File: src/adc_pwr_seq_defines.svh
// constants for the adc power-mode sequencer host controller
`ifndef ADC_PWR_SEQ_DEFINES_SVH
`define ADC_PWR_SEQ_DEFINES_SVH

// ==========================================================
// reference clock and wait times
`define REF_CLK_KHZ        20000
`define INIT_WAIT_US       1000
`define WAKE_WAIT_US       1000
`define SLEEP_WAIT_US      6000
`define INIT_WAIT_CYC      ((`INIT_WAIT_US * `REF_CLK_KHZ + 999) / 1000)
`define WAKE_WAIT_CYC      ((`WAKE_WAIT_US * `REF_CLK_KHZ + 999) / 1000)
`define SLEEP_WAIT_CYC     ((`SLEEP_WAIT_US * `REF_CLK_KHZ + 999) / 1000)

// ==========================================================
// device register offsets (page 0)
`define SLEEP_CTRL_ADDR    8'h02
`define IN_CH_EN_ADDR      8'h73
`define OUT_SLOT_EN_ADDR   8'h74
`define BLK_PWR_ADDR       8'h75
`define DEV_STATUS_ADDR    8'h77
`define SLEEP_DONE_BIT     7

// ==========================================================
// sleep control write values
`define SLEEP_CLEAR_VAL    8'h81
`define SLEEP_SET_VAL      8'h80

// ==========================================================
// serial clock generation
`define BCLK_HALF_DEF      4
`define FRAME_BITS_DEF     64

`endif

File: src/adc_pwr_seq_pkg.sv
// types for the adc power-mode sequencer host controller
package adc_pwr_seq_pkg;

	// ==========================================================
	// sequencer states
	typedef enum logic [3:0] {
		ST_HWSHDN     = 4'b0000,
		ST_INIT_WAIT  = 4'b0001,
		ST_SLEEP      = 4'b0010,
		ST_WAKE_WR    = 4'b0011,
		ST_WAKE_WAIT  = 4'b0100,
		ST_CFG_CH     = 4'b0101,
		ST_CFG_SLOT   = 4'b0110,
		ST_CFG_PWR    = 4'b0111,
		ST_ACTIVE     = 4'b1000,
		ST_SLEEP_WR   = 4'b1001,
		ST_SLEEP_WAIT = 4'b1010,
		ST_STAT_RD    = 4'b1011
	} seq_state_t;

endpackage

File: src/adc_power_mode_sequencer.sv
// host-side power-mode sequencer driving a multichannel audio adc
// How it works
// - shutdown pin held low until supplies settle
// - release pin only once supplies are stable
// - after release, wait 1 ms before access
// - clear sleep, then wait 1 ms
// - optional defaults rewrite; skipped here
// - write channels, then slots, then power
// - serial clocks start after sleep clear
// - set sleep, then wait 6 ms
// - stop clocks only when status bit reads one, or on shutdown
// - resume: clear sleep, wait, restart clocks
// - shutdown pin low forces full restart
`timescale 1ns/100ps
`include "adc_pwr_seq_defines.svh"

module adc_power_mode_sequencer #(
	parameter int INIT_CYC   = `INIT_WAIT_CYC,
	parameter int WAKE_CYC   = `WAKE_WAIT_CYC,
	parameter int SLEEP_CYC  = `SLEEP_WAIT_CYC,
	parameter int BCLK_HALF  = `BCLK_HALF_DEF,
	parameter int FRAME_BITS = `FRAME_BITS_DEF
) (
	input  wire logic       REF_CLK,
	input  wire logic       RSTN,
	input  wire logic       SUPPLY_OK,
	input  wire logic       CMD_WAKE,
	input  wire logic       CMD_SLEEP,
	input  wire logic       CMD_SHUTDOWN,
	input  wire logic [7:0] CH_EN,
	input  wire logic [7:0] SLOT_EN,
	input  wire logic [7:0] PWR_EN,
	output logic            REG_REQ,
	output logic            REG_WRITE,
	output logic      [7:0] REG_ADDR,
	output logic      [7:0] REG_WDATA,
	input  wire logic       REG_ACK,
	input  wire logic [7:0] REG_RDATA,
	output logic            SHUTDOWN_N_PIN,
	output logic            BIT_CLK,
	output logic            FRAME_SYNC,
	output logic            SLEEP_DONE,
	output logic            RECORDING,
	output logic      [3:0] STATE_CODE
);

	// ==========================================================
	// reset release
	logic                      rst_s1_reg;
	logic                      rst_n;
	adc_pwr_seq_pkg::seq_state_t state_reg;
	adc_pwr_seq_pkg::seq_state_t state_next;
	logic                      sup_s1_reg;
	logic                      sup_s2_reg;
	logic                      sup_s3_reg;
	logic                      supply_ok_reg;
	logic [31:0]               wait_reg;
	logic                      wait_zero;
	logic                      acc_done;
	logic                      force_shdn;
	logic                      cfg_done_reg;
	logic                      sleep_done_reg;
	logic                      clk_run_reg;
	logic                      req_reg;
	logic                      write_reg;
	logic [7:0]                addr_reg;
	logic [7:0]                wdata_reg;
	logic                      pin_reg;
	logic [15:0]               div_reg;
	logic [15:0]               bit_reg;
	logic                      bclk_reg;
	logic                      frame_sync_reg;

	// assert asynchronously, release through two flops
	always_ff @(posedge REF_CLK or negedge RSTN) begin
		if (!RSTN) begin
			rst_s1_reg <= 1'b0;
			rst_n      <= 1'b0;
		end else begin
			rst_s1_reg <= 1'b1;
			rst_n      <= rst_s1_reg;
		end
	end

	// ==========================================================
	// supply-good pin synchroniser
	// the level only changes once the second and third flops agree,
	// so a single metastable sample cannot release the shutdown pin
	always_ff @(posedge REF_CLK or negedge rst_n) begin
		if (!rst_n) begin
			sup_s1_reg    <= 1'b0;
			sup_s2_reg    <= 1'b0;
			sup_s3_reg    <= 1'b0;
			supply_ok_reg <= 1'b0;
		end else begin
			sup_s1_reg <= SUPPLY_OK;
			sup_s2_reg <= sup_s1_reg;
			sup_s3_reg <= sup_s2_reg;
			if (sup_s2_reg == sup_s3_reg) begin
				supply_ok_reg <= sup_s3_reg;
			end
		end
	end

	// ==========================================================
	// sequencer
	assign wait_zero  = (wait_reg == 32'h0000_0000);
	assign acc_done   = req_reg & REG_ACK;
	assign force_shdn = CMD_SHUTDOWN | ~supply_ok_reg;

	// next-state choice; shutdown overrides everything
	always_comb begin
		state_next = state_reg;
		unique case (state_reg)
			adc_pwr_seq_pkg::ST_HWSHDN: begin
				if (supply_ok_reg && !CMD_SHUTDOWN) begin
					state_next = adc_pwr_seq_pkg::ST_INIT_WAIT;
				end
			end
			adc_pwr_seq_pkg::ST_INIT_WAIT: begin
				if (wait_zero) begin
					state_next = adc_pwr_seq_pkg::ST_SLEEP;
				end
			end
			adc_pwr_seq_pkg::ST_SLEEP: begin
				if (CMD_WAKE) begin
					state_next = adc_pwr_seq_pkg::ST_WAKE_WR;
				end
			end
			adc_pwr_seq_pkg::ST_WAKE_WR: begin
				if (acc_done) begin
					state_next = adc_pwr_seq_pkg::ST_WAKE_WAIT;
				end
			end
			adc_pwr_seq_pkg::ST_WAKE_WAIT: begin
				if (wait_zero && cfg_done_reg) begin
					state_next = adc_pwr_seq_pkg::ST_ACTIVE;
				end else if (wait_zero) begin
					state_next = adc_pwr_seq_pkg::ST_CFG_CH;
				end
			end
			adc_pwr_seq_pkg::ST_CFG_CH: begin
				if (acc_done) begin
					state_next = adc_pwr_seq_pkg::ST_CFG_SLOT;
				end
			end
			adc_pwr_seq_pkg::ST_CFG_SLOT: begin
				if (acc_done) begin
					state_next = adc_pwr_seq_pkg::ST_CFG_PWR;
				end
			end
			adc_pwr_seq_pkg::ST_CFG_PWR: begin
				if (acc_done) begin
					state_next = adc_pwr_seq_pkg::ST_ACTIVE;
				end
			end
			adc_pwr_seq_pkg::ST_ACTIVE: begin
				if (CMD_SLEEP) begin
					state_next = adc_pwr_seq_pkg::ST_SLEEP_WR;
				end
			end
			adc_pwr_seq_pkg::ST_SLEEP_WR: begin
				if (acc_done) begin
					state_next = adc_pwr_seq_pkg::ST_SLEEP_WAIT;
				end
			end
			adc_pwr_seq_pkg::ST_SLEEP_WAIT: begin
				if (wait_zero) begin
					state_next = adc_pwr_seq_pkg::ST_STAT_RD;
				end
			end
			adc_pwr_seq_pkg::ST_STAT_RD: begin
				// poll again until the device reports power-down done
				if (acc_done && REG_RDATA[`SLEEP_DONE_BIT]) begin
					state_next = adc_pwr_seq_pkg::ST_SLEEP;
				end
			end
			default: begin
				state_next = adc_pwr_seq_pkg::ST_HWSHDN;
			end
		endcase
		if (force_shdn) begin
			state_next = adc_pwr_seq_pkg::ST_HWSHDN;
		end
	end

	// state register
	always_ff @(posedge REF_CLK or negedge rst_n) begin
		if (!rst_n) begin
			state_reg <= adc_pwr_seq_pkg::ST_HWSHDN;
		end else begin
			state_reg <= state_next;
		end
	end

	// wait timer, loaded on entry to each waiting state
	always_ff @(posedge REF_CLK or negedge rst_n) begin
		if (!rst_n) begin
			wait_reg <= 32'h0000_0000;
		end else if (state_next != state_reg) begin
			unique case (state_next)
				adc_pwr_seq_pkg::ST_INIT_WAIT:  wait_reg <= 32'(INIT_CYC);
				adc_pwr_seq_pkg::ST_WAKE_WAIT:  wait_reg <= 32'(WAKE_CYC);
				adc_pwr_seq_pkg::ST_SLEEP_WAIT: wait_reg <= 32'(SLEEP_CYC);
				default:                        wait_reg <= 32'h0000_0000;
			endcase
		end else if (!wait_zero) begin
			wait_reg <= wait_reg - 32'h0000_0001;
		end
	end

	// configuration is kept by the device across sleep; a hard
	// shutdown loses it, so the next wake writes it again
	always_ff @(posedge REF_CLK or negedge rst_n) begin
		if (!rst_n) begin
			cfg_done_reg <= 1'b0;
		end else if (state_reg == adc_pwr_seq_pkg::ST_HWSHDN) begin
			cfg_done_reg <= 1'b0;
		end else if (state_reg == adc_pwr_seq_pkg::ST_CFG_PWR && acc_done) begin
			cfg_done_reg <= 1'b1;
		end
	end

	// sleep-done flag holds the last status bit seen, cleared on wake or shutdown
	always_ff @(posedge REF_CLK or negedge rst_n) begin
		if (!rst_n) begin
			sleep_done_reg <= 1'b0;
		end else if (state_next == adc_pwr_seq_pkg::ST_WAKE_WR ||
			     state_next == adc_pwr_seq_pkg::ST_HWSHDN) begin
			sleep_done_reg <= 1'b0;
		end else if (state_reg == adc_pwr_seq_pkg::ST_STAT_RD && acc_done) begin
			sleep_done_reg <= REG_RDATA[`SLEEP_DONE_BIT];
		end
	end

	// ==========================================================
	// register access requests
	// request held until acknowledged, dropped for one cycle between
	always_ff @(posedge REF_CLK or negedge rst_n) begin
		if (!rst_n) begin
			req_reg   <= 1'b0;
			write_reg <= 1'b0;
			addr_reg  <= 8'h00;
			wdata_reg <= 8'h00;
		end else if (acc_done || force_shdn) begin
			req_reg <= 1'b0;
		end else if (!req_reg) begin
			unique case (state_reg)
				adc_pwr_seq_pkg::ST_WAKE_WR: begin
					req_reg   <= 1'b1;
					write_reg <= 1'b1;
					addr_reg  <= `SLEEP_CTRL_ADDR;
					wdata_reg <= `SLEEP_CLEAR_VAL;
				end
				adc_pwr_seq_pkg::ST_CFG_CH: begin
					req_reg   <= 1'b1;
					write_reg <= 1'b1;
					addr_reg  <= `IN_CH_EN_ADDR;
					wdata_reg <= CH_EN;
				end
				adc_pwr_seq_pkg::ST_CFG_SLOT: begin
					req_reg   <= 1'b1;
					write_reg <= 1'b1;
					addr_reg  <= `OUT_SLOT_EN_ADDR;
					wdata_reg <= SLOT_EN;
				end
				adc_pwr_seq_pkg::ST_CFG_PWR: begin
					req_reg   <= 1'b1;
					write_reg <= 1'b1;
					addr_reg  <= `BLK_PWR_ADDR;
					wdata_reg <= PWR_EN;
				end
				adc_pwr_seq_pkg::ST_SLEEP_WR: begin
					req_reg   <= 1'b1;
					write_reg <= 1'b1;
					addr_reg  <= `SLEEP_CTRL_ADDR;
					wdata_reg <= `SLEEP_SET_VAL;
				end
				adc_pwr_seq_pkg::ST_STAT_RD: begin
					req_reg   <= 1'b1;
					write_reg <= 1'b0;
					addr_reg  <= `DEV_STATUS_ADDR;
					wdata_reg <= 8'h00;
				end
				default: begin
					req_reg <= 1'b0;
				end
			endcase
		end
	end

	// shutdown pin follows the sequencer; low from reset onward
	always_ff @(posedge REF_CLK or negedge rst_n) begin
		if (!rst_n) begin
			pin_reg <= 1'b0;
		end else begin
			pin_reg <= (state_next != adc_pwr_seq_pkg::ST_HWSHDN);
		end
	end

	// ==========================================================
	// serial clocks
	// clocks run from active until the status read confirms sleep or a shutdown
	always_ff @(posedge REF_CLK or negedge rst_n) begin
		if (!rst_n) begin
			clk_run_reg <= 1'b0;
		end else begin
			clk_run_reg <= (state_next == adc_pwr_seq_pkg::ST_ACTIVE) ||
				       (state_next == adc_pwr_seq_pkg::ST_SLEEP_WR) ||
				       (state_next == adc_pwr_seq_pkg::ST_SLEEP_WAIT) ||
				       (state_next == adc_pwr_seq_pkg::ST_STAT_RD);
		end
	end

	// divider: bit clock and a one-bit frame sync at bit zero;
	// stopping mid-frame is accepted since the device is asleep
	always_ff @(posedge REF_CLK or negedge rst_n) begin
		if (!rst_n) begin
			div_reg   <= 16'h0000;
			bit_reg   <= 16'h0000;
			bclk_reg  <= 1'b0;
			frame_sync_reg <= 1'b0;
		end else if (!clk_run_reg) begin
			div_reg   <= 16'h0000;
			bit_reg   <= 16'h0000;
			bclk_reg  <= 1'b0;
			frame_sync_reg <= 1'b0;
		end else if (div_reg == 16'(BCLK_HALF - 1)) begin
			div_reg  <= 16'h0000;
			bclk_reg <= ~bclk_reg;
			if (bclk_reg) begin
				// falling edge: move to the next bit of the frame
				if (bit_reg == 16'(FRAME_BITS - 1)) begin
					bit_reg   <= 16'h0000;
					frame_sync_reg <= 1'b1;
				end else begin
					bit_reg   <= bit_reg + 16'h0001;
					frame_sync_reg <= 1'b0;
				end
			end else if (bit_reg == 16'h0000) begin
				frame_sync_reg <= 1'b1;
			end
		end else begin
			div_reg <= div_reg + 16'h0001;
		end
	end

	// ==========================================================
	// outputs
	assign REG_REQ        = req_reg;
	assign REG_WRITE      = write_reg;
	assign REG_ADDR       = addr_reg;
	assign REG_WDATA      = wdata_reg;
	assign SHUTDOWN_N_PIN = pin_reg;
	assign BIT_CLK        = bclk_reg;
	assign FRAME_SYNC     = frame_sync_reg;
	assign SLEEP_DONE     = sleep_done_reg;
	assign RECORDING      = clk_run_reg;
	assign STATE_CODE     = state_reg;

endmodule

File: config.mk
export PLATFORM = sky130hd
export DESIGN_NAME = adc_power_mode_sequencer
export DESIGN_NICKNAME = d
export VERILOG_FILES = /design/src/adc_pwr_seq_pkg.sv /design/src/adc_power_mode_sequencer.sv
export VERILOG_INCLUDE_DIRS = /design/src
export SDC_FILE = /design/constraint.sdc
export NUM_CORES = 1
export LEC_CHECK = 0
export BUFFER_PORTS_ARGS = -buffer_cell sky130_fd_sc_hd__buf_4
export CORE_MARGIN = 2
export CORE_UTILIZATION = 62
export DETAILED_ROUTE_END_ITERATION = 16
export PLACE_DENSITY = 0.85
export SLEW_MARGIN = 20
export SYNTH_ARGS = -nofsm -noshare
export SYNTH_HDL_FRONTEND = slang
export SYNTH_SLANG_ARGS = --single-unit
File: constraint.sdc
create_clock -name REF_CLK -period 6.95 [get_ports REF_CLK]
set_input_delay 1.39 -clock REF_CLK [delete_from_list [all_inputs] [get_ports REF_CLK]]
set_output_delay 1.39 -clock REF_CLK [all_outputs]
set_load 0.01 [all_outputs]
## After elaboration in Yosys (flattened, before gate mapping)

Index checks and enable logic that the tools add are counted.

| word-level totals | value |
|---|---|
| flip-flop bits (word level) | 98 |
| bits of input ports | 39 |
| output and inout port bits | 27 |
| word-level logic and storage cells | 126 |

| operators by class | value |
|---|---|
| equal/unequal tests | 26 |
| mux-type cells | 41 |
| add/sub/neg operators | 3 |
| bitwise logic cells | 6 |
| reductions and logical operators | 30 |

Operators with widths:

| kind | number |
|---|---|
| 2-to-1 mux 16 bit | 6 |
| 2-to-1 mux 32 bit | 2 |
| 2-to-1 mux 4 bit | 14 |
| one-hot mux 4 bit (12 select lines) | 1 |
| one-hot mux 8 bit (6 select lines) | 1 |
| one-hot mux 8 bit (5 select lines) | 1 |
| one-hot mux 17 bit (2 select lines) | 1 |
| adder 16 x 1 -> 16 bit (second input constant) | 2 |
| == test 4 bit (second input constant) | 8 |
| zero test 32 bit | 1 |
| subtractor 32 x 1 -> 32 bit (second input constant) | 1 |
| == test 4 x 3 -> 1 bit (second input constant) | 5 |
| == test 16 x 2 -> 1 bit (second input constant) | 1 |
| == test 16 x 6 -> 1 bit (second input constant) | 1 |
| zero test 16 bit | 1 |
| 2-to-1 mux 1 bit | 14 |
| == test 4 x 2 -> 1 bit (second input constant) | 3 |
| AND reduction 3 bit | 3 |
| == test 4 x 1 -> 1 bit (second input constant) | 2 |
| zero test 4 bit | 2 |
| != test 2 x 1 -> 1 bit (second input constant) | 3 |
| nonzero test 2 bit | 3 |
| nonzero test 6 bit | 1 |
| OR reduction 6 bit | 1 |
| 15 further kinds | 28 |

## Longest topological paths before layout

| logic depth | value |
|---|---|
| word-level depth | 9 |
| mapped depth | 12 |
| depth with buffers taken out | 10 |

## Worst setup path after synthesis

No wires, ideal clock.

| path | value |
|---|---|
| kind | input -> register |
| start | input port CMD_SHUTDOWN |
| end | register wait_reg[10] |
| data arrival time | 3048 ps |
| slack | 3819 ps |
| stages | 9 |
| cell sequence | nand2b_1 -> or4_1 -> a31oi_1 -> o21ai_0 -> nor2_1 -> a21oi_2 -> nand2b_1 -> buf_6 -> o21ai_0 |

| between the ends | value |
|---|---|
| word-level cells in the longest chain between the ends | 9 |
| elaborated cells on any way between the ends | 14 |

RTL lines:

| what | line | source |
|---|---|---|
| start: declaration | adc_power_mode_sequencer.sv:29 | `input wire logic CMD_SHUTDOWN,` |
| zero test 1 bit | adc_power_mode_sequencer.sv:116 | `if (supply_ok_reg && !CMD_SHUTDOWN) begin` |
| logical AND 1 bit | adc_power_mode_sequencer.sv:116 |  |
| 2-to-1 mux 4 bit | adc_power_mode_sequencer.sv:116 |  |
| one-hot mux 4 bit (12 select lines) | adc_power_mode_sequencer.sv:114 | `unique case (state_reg)` |
| 2-to-1 mux 4 bit * | adc_power_mode_sequencer.sv:182 | `if (force_shdn) begin` |
| == test 4 x 3 -> 1 bit or == test 4 x 1 -> 1 bit (tied branches) | adc_power_mode_sequencer.sv:201 | `unique case (state_next)` |
| OR reduction 2 bit (no source line) | n/a |  |
| one-hot mux 17 bit (2 select lines) | adc_power_mode_sequencer.sv:201 |  |
| 2-to-1 mux 32 bit | adc_power_mode_sequencer.sv:200 | `end else if (state_next != state_reg) begin` |
| end signal: assignment | adc_power_mode_sequencer.sv:202 | `adc_pwr_seq_pkg::ST_INIT_WAIT: wait_reg <= 32'(INIT_CYC);` |
| end signal: assignment | adc_power_mode_sequencer.sv:203 | `adc_pwr_seq_pkg::ST_WAKE_WAIT: wait_reg <= 32'(WAKE_CYC);` |
| end signal: assignment | adc_power_mode_sequencer.sv:204 | `adc_pwr_seq_pkg::ST_SLEEP_WAIT: wait_reg <= 32'(SLEEP_CYC);` |
| end: declaration | adc_power_mode_sequencer.sv:57 | `logic [31:0] wait_reg;` |

Every way passes the cells marked *; elsewhere a longest branch is shown, timed or not.
A chain may end at the register's enable or synchronous reset.

## Worst setup path in the final report

| path | value |
|---|---|
| start | input port CMD_SHUTDOWN |
| end | register wait_reg[6] |

The elaborated chain is that of the path after synthesis.

==> qor.txt <==
Run status: complete, no violations
Site Rows: 32
Data required time at the worst endpoint: 7160 ps
Data arrival time of the worst path: 3970 ps
Maximum buffer depth of the clock tree: 2
Count of maximum capacitance violations: 0
Crit. path cell count: 9
Setup Total Neg Slack: 0 ps
Final-report max-slew violation count: 0
Largest net degree at the start of global routing: 87
Vias in the first global route: 3893
Antenna violations before repair: 0
Avg Inst Size Synth: 9.242 sq um
Count of H-tree levels built during CTS: 3
Post-CTS setup buffers: 0
Drt pass-1 iters: 5
Number of flip-flops under the largest register name: 32
Worst slew margin relative to its limit: 31.99%
Worst r2r path cells: 10
Floorplan die height: 93.97 um
Start-to-end type of the worst setup path: input pin to flip-flop
Clock root buffer master: clkbuf_8
Avg WL per Cell: 15.15 um
Crit Path Max Fanout: 23
GRT Total Usage: 25.11%
Fraction of registers with async set/reset: 100.0%
Post-route fraction of the period consumed by the critical path: 54.02%
Number of filler instances in the final layout: 578
Overall die area: 0.008830 sq mm
Worst setup path startpoint: CMD_SHUTDOWN
Cell types occupying the most area after synthesis: dfrtp_1, xor2_1, nor2_1
Count of different cell masters after synthesis: 63
Reg-to-reg setup timing slack: 3340 ps
Clock slew at the register clock pins of the worst setup and hold paths: 90 ps
Peak clock frequency supported by timing: 266.4 MHz
Grt ovf: 0
Via count of the routed design: 4132
Final instance area: 0.005674 sq mm
Final ANT Viol Nets: 0
Non-filler instance count after layout: 695
TritonCTS sink count: 94
Placed cell count: 679
Fraction of layout cells with a size suffix above 1: 14.50%
Launching element type of the critical path: input pin
Global placement routability congestion: 0.9077
Final net count: 631
Detailed-route vias per instance: 5.945
Number of diodes: 0
Placed wire-length estimate: 7233 um
Global-route wire length before repair: 17680 um
Number of synthesized register bits: 94
Unrepaired setup endpoints after global routing: no
Count of buffering cells on the critical path with inverters included: 1
Total of buffers placed on input and output ports: 56
# hold bufs at CTS: 0
I/O Pins: 66
Number of synthesized flops with an enable pin: 0
End of the worst register-to-register path: wait_reg[6]$_DFFE_PN0P_
Total power divided by cell area: 233.8 mW/mm^2
Most common cell after layout, fill and taps aside: dfrtp_1
Final setup vio count: 0
Top library cells by usage in the layout, fill and taps aside: dfrtp_1, nor2_1, buf_4
Number of buffers inserted during clock tree synthesis: 9
Clock tree from TritonCTS: built
Layout area overhead: 13.06%
End of the critical path: wait_reg[6]$_DFFE_PN0P_
Core area: 0.007767 sq mm
Top cell family by delay on the critical path: compound AO/OA/AOI/OAI gates
Startpoint of the worst register-to-register path: wait_reg[0]$_DFFE_PN0P_
VDD IR max: 140.4 uV
Summed instance area of the synthesized netlist: 0.005019 sq mm
End-of-flow core utilization: 73.05%
Leak Pwr: 2.531 nW
Initial detailed-routing violation count: 184
Initial cell density of the core: 64.61%
Die Wd: 93.97 um
Path category of the worst min-delay check: flip-flop to async pin
Sequence of cells on the critical path: buf_4 -> nand2b_1 -> nor3_1 -> a31oi_1 -> o21ai_0 -> nor2_1 -> a21oi_2 -> nand2b_1 -> o21ai_0
Portion of the post-synthesis area used by sequential elements: 46.87%
Total Wirelength: 10530 um
Synthesized instance count: 543
Number of warnings printed during yosys synthesis: 0
Portion of synthesized cell area occupied by the leading cell type: 46.87%
Kind of capture point of the worst setup path: flip-flop
Transition time at the pin with the least slew margin: 1020 ps
Clock insertion delay at the later pin of the skew report: 370 ps
Most used flip-flop cell after synthesis: dfrtp_1
Final routed DRC violation total: 0
Post-layout min period: 3754 ps
Critical-path cell with the highest stage delay: a21oi_2
Setup clock skew after layout: 11.06 ps
Instance area at placement: 0.005461 sq mm
Fin. Hold Viols: 0
Biggest area consumer among synthesized cells: dfrtp_1
Post-cts repair resize count: 0
Stage delay of the slowest cell on the critical path: 810 ps
[cells in the mapped netlist (10+ instances only)]
library cell	number
clkbuf_1	14
xor2_1	30
dfrtp_1	94
nand2_1	53
and2_1	12
nor3_1	20
nor2_1	64
inv_1	12
o21ai_0	32
and3_1	10
nor4_1	13
xnor2_1	18
nand2b_1	10
a21oi_1	23
nand3_1	17
[stage by stage]
step / power, mW / setup WS, ps / hold WS, ps
after detailed placement: 0.9590 / 2815 / 116.4
after global routing: 1.398 / 2925 / 139.3
after CTS: 1.335 / 3206 / 126.4
after floorplan: 0.8885 / 3819 / 331.2
final: 1.327 / 3196 / 126.6
after global placement: 0.9396 / 2917 / 116.3
[per-layer routing]
metal	vias to the layer above	share of wire, %	global-route usage, %
li1	1997	-	-
met1	2012	44	33.72
met2	103	51	41.49
met3	20	3.8	4.575
met4	0	1.7	7.971
met5	-	0	0
[worst min-delay path by stage]
stage / start / end / slack, ps / cells after the start
6_report: rst_n$_DFF_PN0_ / div_reg[6]$_DFF_PN0_ / 130 / 0
5_1_grt: rst_n$_DFF_PN0_ / div_reg[12]$_DFF_PN0_ / 140 / 0
4_1_cts: rst_n$_DFF_PN0_ / div_reg[12]$_DFF_PN0_ / 130 / 0
3_5_place_dp: rst_n$_DFF_PN0_ / div_reg[9]$_DFF_PN0_ / 120 / 0
3_3_place_gp: rst_n$_DFF_PN0_ / div_reg[12]$_DFF_PN0_ / 120 / 0
2_1_floorplan: rst_s1_reg$_DFF_PN0_ / rst_n$_DFF_PN0_ / 330 / 0
[area by class of cell]
cell class	instances	area [sq um]	share of cell area [%]
multi-input combinational	413	2501	44.08
clock inverter	5	57.56	1.014
sequential	94	2356	41.52
inverter	13	48.80	0.8600
tap	102	127.6	2.249
clock buffer	11	151.4	2.668
timing repair buffer	57	431.7	7.607
[cells by family (layout without fill, tap and decap cells)]
kind of cell               Yosys count  in the layout  synth area share, %
muxes                               11             11                2.294
AOI/OAI and AO/OA                  102            102                12.72
xor gates and xnor gates            48             48                8.377
other                                2              3               0.1496
DFF                                 94             94                46.87
adders and majority gates            5              5                1.197
buffers and inverters               37             86                3.366
and+or+nand+nor                    244            244                25.03
[power by group]
group          internal (mW)  total [mW]  switching, mW
logic                  0.130       0.294          0.164
clock network          0.185       0.378          0.193
registers              0.598       0.654         0.0562
total                  0.913        1.33          0.414
No activity file was read; power rests on OpenSTA's default activity.
